--- config.mk ---
export PLATFORM = sky130hd
export DESIGN_NAME = urg_bank
export DESIGN_NICKNAME = d
export VERILOG_FILES = /design/src/common/urg_pkg.sv /design/src/urg_bank.sv
export SDC_FILE = /design/constraint.sdc
export NUM_CORES = 1
export LEC_CHECK = 0
export ABC_AREA = 0
export BUFFER_PORTS_ARGS = -buffer_cell sky130_fd_sc_hd__buf_2
export CAP_MARGIN = 20
export CORE_MARGIN = 1
export CORE_UTILIZATION = 54
export DETAILED_ROUTE_END_ITERATION = 8
export PLACE_DENSITY = 0.8
export SLEW_MARGIN = 25
export SYNTH_ARGS = -nofsm -noshare
export SYNTH_HDL_FRONTEND = slang
export SYNTH_SLANG_ARGS = --single-unit
--- constraint.sdc ---
create_clock -name clk -period 2.1 [get_ports clk]
set_clock_uncertainty 0.05 [all_clocks]
set_input_delay 0.315 -clock clk [delete_from_list [all_inputs] [get_ports clk]]
set_output_delay 0.315 -clock clk [all_outputs]
set_load 0.01 [all_outputs]
--- src/common/urg_pkg.sv ---
// Purpose: shared constants for the uart reset-state and pin direction bank
// Assumes: 8-bit register port, 4-bit register index
// Notes: offsets index the local register port
package urg_pkg;
  // =====================================================================
  // register offsets
  localparam logic [3:0] OFF_DIV_TX_LOW = 4'h0;
  localparam logic [3:0] OFF_DIV_TX_HIGH = 4'h1;
  localparam logic [3:0] OFF_DIV_RX_LOW = 4'h2;
  localparam logic [3:0] OFF_DIV_RX_HIGH = 4'h3;
  localparam logic [3:0] OFF_MODEM_STATUS = 4'h4;
  localparam logic [3:0] OFF_PIN_LEVEL = 4'h5;
  localparam logic [3:0] OFF_PIN_DIRECTION = 4'h6;
  localparam logic [3:0] OFF_BANK_SELECT = 4'h7;
  // =====================================================================
  // reset values
  localparam logic [7:0] RST_DIV_HIGH = 8'h00;
  localparam logic [7:0] RST_DIV_LOW = 8'h01;
  localparam logic [7:0] RST_PIN_DIRECTION = 8'hFF;
  localparam logic [7:0] RST_PIN_LEVEL = 8'h00;
  localparam logic [3:0] RST_MODEM_DELTA = 4'h0;
  localparam logic [7:0] RST_BYTE = 8'h00;
  // =====================================================================
  // field layout of the modem status register
  localparam int MODEM_LEVEL_LSB = 4;
  localparam int MODEM_DELTA_LSB = 0;
  // =====================================================================
  // timing
  localparam logic [1:0] MODEM_SETTLE = 2'h3;
endpackage : urg_pkg

--- src/urg_bank.sv ---
// Purpose: divisor latches, modem line status and pin direction bank
// Assumes: host serial bus already decoded into byte writes and reads
// Notes: por_n is power-up only; rst_n is the external reset pin
//
// Operation
// - direction bit zero drives pin as output
// - direction bit one means input; resets 0xFF
// - power-up loads divisor high 0x00, low 0x01
// - reset pin leaves divisor bytes untouched
// - status low nibble cleared, high nibble inverted inputs
`timescale 1ns/1ps
module urg_bank
  import urg_pkg::*;
#(
  parameter int NUM_BANKS = 2
) (
  // clock and resets
  input wire logic clk,
  input wire logic rst_n,
  input wire logic por_n,
  // register port
  input wire logic reg_wr,
  input wire logic reg_rd,
  input wire logic [3:0] reg_addr,
  input wire logic [7:0] reg_wdata,
  output logic [7:0] reg_rdata,
  // baud divisors
  output logic [15:0] tx_divisor,
  output logic [15:0] rx_divisor,
  // modem inputs, active level as seen on the pins
  input wire logic [3:0] modem_in,
  // general-purpose pins
  input wire logic [8*NUM_BANKS-1:0] gpio_in,
  output logic [8*NUM_BANKS-1:0] gpio_out,
  output logic [8*NUM_BANKS-1:0] gpio_oe
);
  // =====================================================================
  // decode
  localparam int BANK_W = (NUM_BANKS > 1) ? $clog2(NUM_BANKS) : 1;
  logic [BANK_W-1:0] bank_select;
  logic [7:0] div_tx_low;
  logic [7:0] div_tx_high;
  logic [7:0] div_rx_low;
  logic [7:0] div_rx_high;
  logic [7:0] pin_direction_select [NUM_BANKS];
  logic [7:0] pin_level [NUM_BANKS];
  logic [3:0] modem_sync1;
  logic [3:0] modem_sync2;
  logic [3:0] modem_prev;
  logic [3:0] modem_delta;
  logic [8*NUM_BANKS-1:0] gpio_sync1;
  logic [8*NUM_BANKS-1:0] gpio_sync2;
  logic [7:0] modem_line_status;
  logic [7:0] next_rdata;
  logic status_read;
  logic wr_div_tx_low;
  logic wr_div_tx_high;
  logic wr_div_rx_low;
  logic wr_div_rx_high;
  logic wr_pin_level;
  logic wr_pin_direction;
  logic wr_bank_select;
  logic [1:0] modem_settle;
  logic modem_ready;
  logic [3:0] modem_change;

  // =====================================================================
  // write strobes
  // each index names one register, so at most one strobe rises per cycle
  assign wr_div_tx_low = reg_wr && (reg_addr == OFF_DIV_TX_LOW);
  assign wr_div_tx_high = reg_wr && (reg_addr == OFF_DIV_TX_HIGH);
  assign wr_div_rx_low = reg_wr && (reg_addr == OFF_DIV_RX_LOW);
  assign wr_div_rx_high = reg_wr && (reg_addr == OFF_DIV_RX_HIGH);
  assign wr_pin_level = reg_wr && (reg_addr == OFF_PIN_LEVEL);
  assign wr_pin_direction = reg_wr && (reg_addr == OFF_PIN_DIRECTION);
  assign wr_bank_select = reg_wr && (reg_addr == OFF_BANK_SELECT);
  // status has no write strobe; reading it clears the change flags
  assign status_read = reg_rd && (reg_addr == OFF_MODEM_STATUS);

  // =====================================================================
  // divisor latches
  // only power-up resets these so a pin reset keeps the programmed baud rate
  always_ff @(posedge clk or negedge por_n) begin
    if (!por_n) begin
      div_tx_low <= RST_DIV_LOW;
      div_tx_high <= RST_DIV_HIGH;
    end else begin
      if (wr_div_tx_low) begin
        div_tx_low <= reg_wdata;
      end
      if (wr_div_tx_high) begin
        div_tx_high <= reg_wdata;
      end
    end
  end

  always_ff @(posedge clk or negedge por_n) begin
    if (!por_n) begin
      div_rx_low <= RST_DIV_LOW;
      div_rx_high <= RST_DIV_HIGH;
    end else begin
      if (wr_div_rx_low) begin
        div_rx_low <= reg_wdata;
      end
      if (wr_div_rx_high) begin
        div_rx_high <= reg_wdata;
      end
    end
  end

  assign tx_divisor = {div_tx_high, div_tx_low};
  assign rx_divisor = {div_rx_high, div_rx_low};

  // =====================================================================
  // bank select
  always_ff @(posedge clk or negedge rst_n) begin
    if (!rst_n) begin
      bank_select <= '0;
    end else if (wr_bank_select) begin
      bank_select <= reg_wdata[BANK_W-1:0];
    end
  end

  // =====================================================================
  // pin banks
  always_ff @(posedge clk or negedge rst_n) begin
    if (!rst_n) begin
      gpio_sync1 <= '0;
      gpio_sync2 <= '0;
    end else begin
      gpio_sync1 <= gpio_in;
      gpio_sync2 <= gpio_sync1;
    end
  end

  for (genvar b = 0; b < NUM_BANKS; b++) begin : g_bank
    always_ff @(posedge clk or negedge rst_n) begin
      if (!rst_n) begin
        pin_direction_select[b] <= RST_PIN_DIRECTION;
        pin_level[b] <= RST_PIN_LEVEL;
      end else if (bank_select == BANK_W'(b)) begin
        if (wr_pin_direction) begin
          pin_direction_select[b] <= reg_wdata;
        end
        if (wr_pin_level) begin
          pin_level[b] <= reg_wdata;
        end
      end
    end
    assign gpio_oe[8*b +: 8] = ~pin_direction_select[b];
    assign gpio_out[8*b +: 8] = pin_level[b];
  end

  // =====================================================================
  // modem line status
  // sync resets to zero, so the level nibble reads ones for two cycles after reset
  always_ff @(posedge clk or negedge rst_n) begin
    if (!rst_n) begin
      modem_sync1 <= '0;
      modem_sync2 <= '0;
    end else begin
      modem_sync1 <= modem_in;
      modem_sync2 <= modem_sync1;
    end
  end

  always_ff @(posedge clk or negedge rst_n) begin
    if (!rst_n) begin
      modem_prev <= '0;
    end else begin
      modem_prev <= modem_sync2;
    end
  end

  // zeroed sync flops would look like a change after reset,
  // so edges only count once the history holds real samples
  always_ff @(posedge clk or negedge rst_n) begin
    if (!rst_n) begin
      modem_settle <= '0;
    end else if (!modem_ready) begin
      modem_settle <= modem_settle + 2'h1;
    end
  end

  assign modem_ready = (modem_settle == MODEM_SETTLE);
  assign modem_change = modem_ready ? (modem_sync2 ^ modem_prev) : 4'h0;

  // change flags: a change in the read cycle survives the clear
  always_ff @(posedge clk or negedge rst_n) begin
    if (!rst_n) begin
      modem_delta <= RST_MODEM_DELTA;
    end else begin
      modem_delta <= (status_read ? RST_MODEM_DELTA : modem_delta) | modem_change;
    end
  end

  assign modem_line_status[MODEM_LEVEL_LSB +: 4] = ~modem_sync2;
  assign modem_line_status[MODEM_DELTA_LSB +: 4] = modem_delta;

  // =====================================================================
  // read data
  always_comb begin
    next_rdata = RST_BYTE;
    case (reg_addr)
      OFF_DIV_TX_LOW: next_rdata = div_tx_low;
      OFF_DIV_TX_HIGH: next_rdata = div_tx_high;
      OFF_DIV_RX_LOW: next_rdata = div_rx_low;
      OFF_DIV_RX_HIGH: next_rdata = div_rx_high;
      OFF_MODEM_STATUS: next_rdata = modem_line_status;
      OFF_PIN_LEVEL: next_rdata = gpio_sync2[8*bank_select +: 8];
      OFF_PIN_DIRECTION: next_rdata = pin_direction_select[bank_select];
      OFF_BANK_SELECT: next_rdata = 8'(bank_select);
      default: next_rdata = RST_BYTE;
    endcase
  end

  always_ff @(posedge clk or negedge rst_n) begin
    if (!rst_n) begin
      reg_rdata <= RST_BYTE;
    end else if (reg_rd) begin
      reg_rdata <= next_rdata;
    end
  end
endmodule : urg_bank

==> results.sh <==
export IMPL_status="finished, final reports clean"
export IMPL_critPathCaptureType="flip-flop"
export IMPL_syn_instance_count=356
export IMPL_crit_path_cell_trace="buf_4 > mux2i_1 > o221ai_1 > nor3_1 > nor2_1"
export IMPL_start_kind="flip-flop"
export IMPL_drtAntennaViolNets=0
export IMPL_drt_total_wl_um=11500
export IMPL_cp_buffers_inverters=1
export IMPL_critPathTopFamily="flip-flops"
export IMPL_die_x_um=97.2
export IMPL_detailedRoute_firstIterationViolations=184
export IMPL_track_usage_pct=25.8
export IMPL_n_antenna_cell=0
export IMPL_io_pins=109
export IMPL_drv_slew=0
export IMPL_power_density_nw_per_um2=1100
export IMPL_async_flop_share_pct=100
export IMPL_most_common_layout_cells="buf_2, dfrtp_1, mux2_2"
export IMPL_synth_top_cell_area_share_pct=53.7
export IMPL_syn_nets=394
export IMPL_synth_top_cell_by_area="dfrtp_1"
export IMPL_vdd_drop_max_v=0.000613
export IMPL_start_util_pct=55.8
export IMPL_cp_slowest_stage_delay_ps=670
export IMPL_final_common_cell="buf_2"
export IMPL_ys_ff_latch=123
export IMPL_core_area_um2=8760
export IMPL_numPortBuffers=108
export IMPL_grt_max_degree=56
export IMPL_cts_htree_levels=4
export IMPL_finalCritPeriodShare_pct=87.3
export IMPL_grt_pass1_vias=3453
export IMPL_whs_ps=60.4
export IMPL_area_growth_pct=30.1
export IMPL_cts_resized=0
export IMPL_cellLeakagePower_nw=3.07
export IMPL_synth_ff_type="dfrtp_1"
export IMPL_ys_top_cells_by_area="dfrtp_1, mux2_2, dfstp_2, mux2i_1, mux2_4"
export IMPL_placed_cell_area_um2=5590
export IMPL_report_final_setup_viol=0
export IMPL_vias=3414
export IMPL_synth_distinct_cells=44
export IMPL_critPathSlowestCell="dfrtp_1"
export IMPL_fin_setup_tns_ps=0
export IMPL_rsz0062_at_grt="false"
export IMPL_die_height_um=97.2
export IMPL_cp_max_fo=13
export IMPL_clk_pin_slew_ps=60
export IMPL_dieArea_um2=9450
export IMPL_required_ps=2450
export IMPL_antenna_found_initial=0
export IMPL_numCtsBuffers=17
export IMPL_finalHoldViolCount=0
export IMPL_max_cap_violations=0
export IMPL_via_per_inst=5.50
export IMPL_synth_edf_count=0
export IMPL_maxSlewHeadroom_pct=51.2
export IMPL_row_count=34
export IMPL_post_cts_buffers=0
export IMPL_netlist_area_um2=4890
export IMPL_gp_congestion=0.889
export IMPL_yosysWarnings=0
export IMPL_syn_avg_cell_area_um2=13.7
export IMPL_clk_latency_ps=520
export IMPL_wl_per_cell_um=18.6
export IMPL_tightest_slew_ps=733
export IMPL_hpwl_um=7810
export IMPL_nNetsFinal=538
export IMPL_max_freq_mhz=545
export IMPL_ys_seq_area_share_pct=63.4
export IMPL_grt_pass1_wl_um=18100
export IMPL_holdCritPathClass="in -> reg"
export IMPL_period_needed_ps=1830
export IMPL_cts_sinks=123
export IMPL_stdcell_area_um2=6370
export IMPL_worstSetupPathType="reg -> reg"
export IMPL_cp_arrival_ps=2180
export IMPL_dr_pass1_iters=4
export IMPL_drive_gt1_share_pct=45.6
export IMPL_cts_tree="done"
export IMPL_cts_root_buf="clkbuf_8"
export IMPL_gr_total_overflow=0
export IMPL_clock_path_buffers=2
export IMPL_drcViolationCount=0
synth_stat cells (2+ instances only):
master	number
a21oi_1	3
a22o_1	4
a31oi_1	5
and3_1	3
buf_2	7
buf_6	2
clkbuf_1	8
dfrtp_1	105
dfstp_2	18
inv_1	22
mux2_2	52
mux2_4	7
mux2i_1	23
nand2_1	16
nand3_1	4
nand4bb_1	2
nor2_1	10
nor3_1	4
nor3b_1	4
o21ai_0	18
o221a_2	2
o221ai_1	6
o22ai_1	4
o32ai_1	2
or3b_1	2
or3b_2	2
xor2_1	4
flip-flops by register name, indices dropped and copies added, names as in the netlist, 8 cells and up:
| register | count |
|---|---|
| div_rx_high | 8 |
| div_rx_low | 8 |
| div_tx_high | 8 |
| div_tx_low | 8 |
| gpio_out | 16 |
| gpio_sync1 | 16 |
| gpio_sync2 | 16 |
| pin_direction_select | 16 |
| reg_rdata | 8 |
logic make-up (layout without fill, tap and decap cells):
kind of cell | Yosys count | in the layout | synth area share [%]
flops | 123 | 123 | 63.4
mux | 82 | 82 | 18.8
simple gates | 56 | 56 | 6.32
compound gates | 49 | 49 | 6.72
buf+inv | 40 | 197 | 3.63
xor+xnor | 5 | 5 | 0.895
fa+ha+maj | 1 | 1 | 0.256
metrics by stage:
stage          total power, mW  utilization, %  worst slack (ps)  instances
2_1_floorplan             3.69               -               343        356
3_3_place_gp              4.23            63.7               213        567
3_5_place_dp              4.28            63.7               182        567
4_1_cts                   7.05            72.7               266        621
5_1_grt                   7.29            72.7               178        621
6_report                  6.99            72.7               267        621
final cells by class:
cell class | instances | area (um2)
fillers | 600 | 2400
well taps | 108 | 135
clock buffers | 21 | 449
flip-flops and latches | 123 | 3100
repair buffers | 143 | 873
clock inverters | 11 | 111
inverters | 22 | 82.6
multi-input cells | 193 | 1620
worst paths after layout:
path,slack [ps],cells after the start,endpoint,start
hold reg to reg,290,0,gpio_sync2[9],gpio_sync1[9]
max in group asynchronous,1060,3,pin_direction_select[6],rst_n
hold / removal,60,3,pin_direction_select[4],reg_wdata[4]
setup / recovery,270,5,reg_rdata[3],bank_select
min in group asynchronous,240,2,gpio_out[12],rst_n
setup reg to reg,270,5,reg_rdata[3],bank_select
power by group:
| group | switching [mW] | internal (mW) | leakage (nW) | total, mW |
|---|---|---|---|---|
| clock network | 1.06 | 1.65 | 0.270 | 2.71 |
| logic | 0.620 | 0.618 | 1.36 | 1.24 |
| registers | 0.255 | 2.79 | 1.44 | 3.04 |
| total | 1.94 | 5.05 | 3.07 | 6.99 |
routing by layer:
| layer | wire, um | global-route usage (%) | up-vias | share of wire [%] |
|---|---|---|---|---|
| li1 | - | - | 1563 | - |
| met1 | 4900 | 33.1 | 1706 | 42 |
| met2 | 5810 | 42.1 | 133 | 50 |
| met3 | 708 | 8.13 | 12 | 6.1 |
| met4 | 122 | 8.27 | 0 | 1.1 |
| met5 | 0 | 0 | - | 0 |
worst register-to-register path, stage by stage, from the launching register on:
cell	delay, ps
dfrtp_1	670
buf_4	290
mux2i_1	270
o221ai_1	210
nor3_1	170
nor2_1	70
timing repair:
item	CTS	global route
endpoints found under the setup margin	0	0
endpoints found under the hold margin	76	0
hold buffers	22	0
Note: power is estimated with default switching activity, not from simulation.
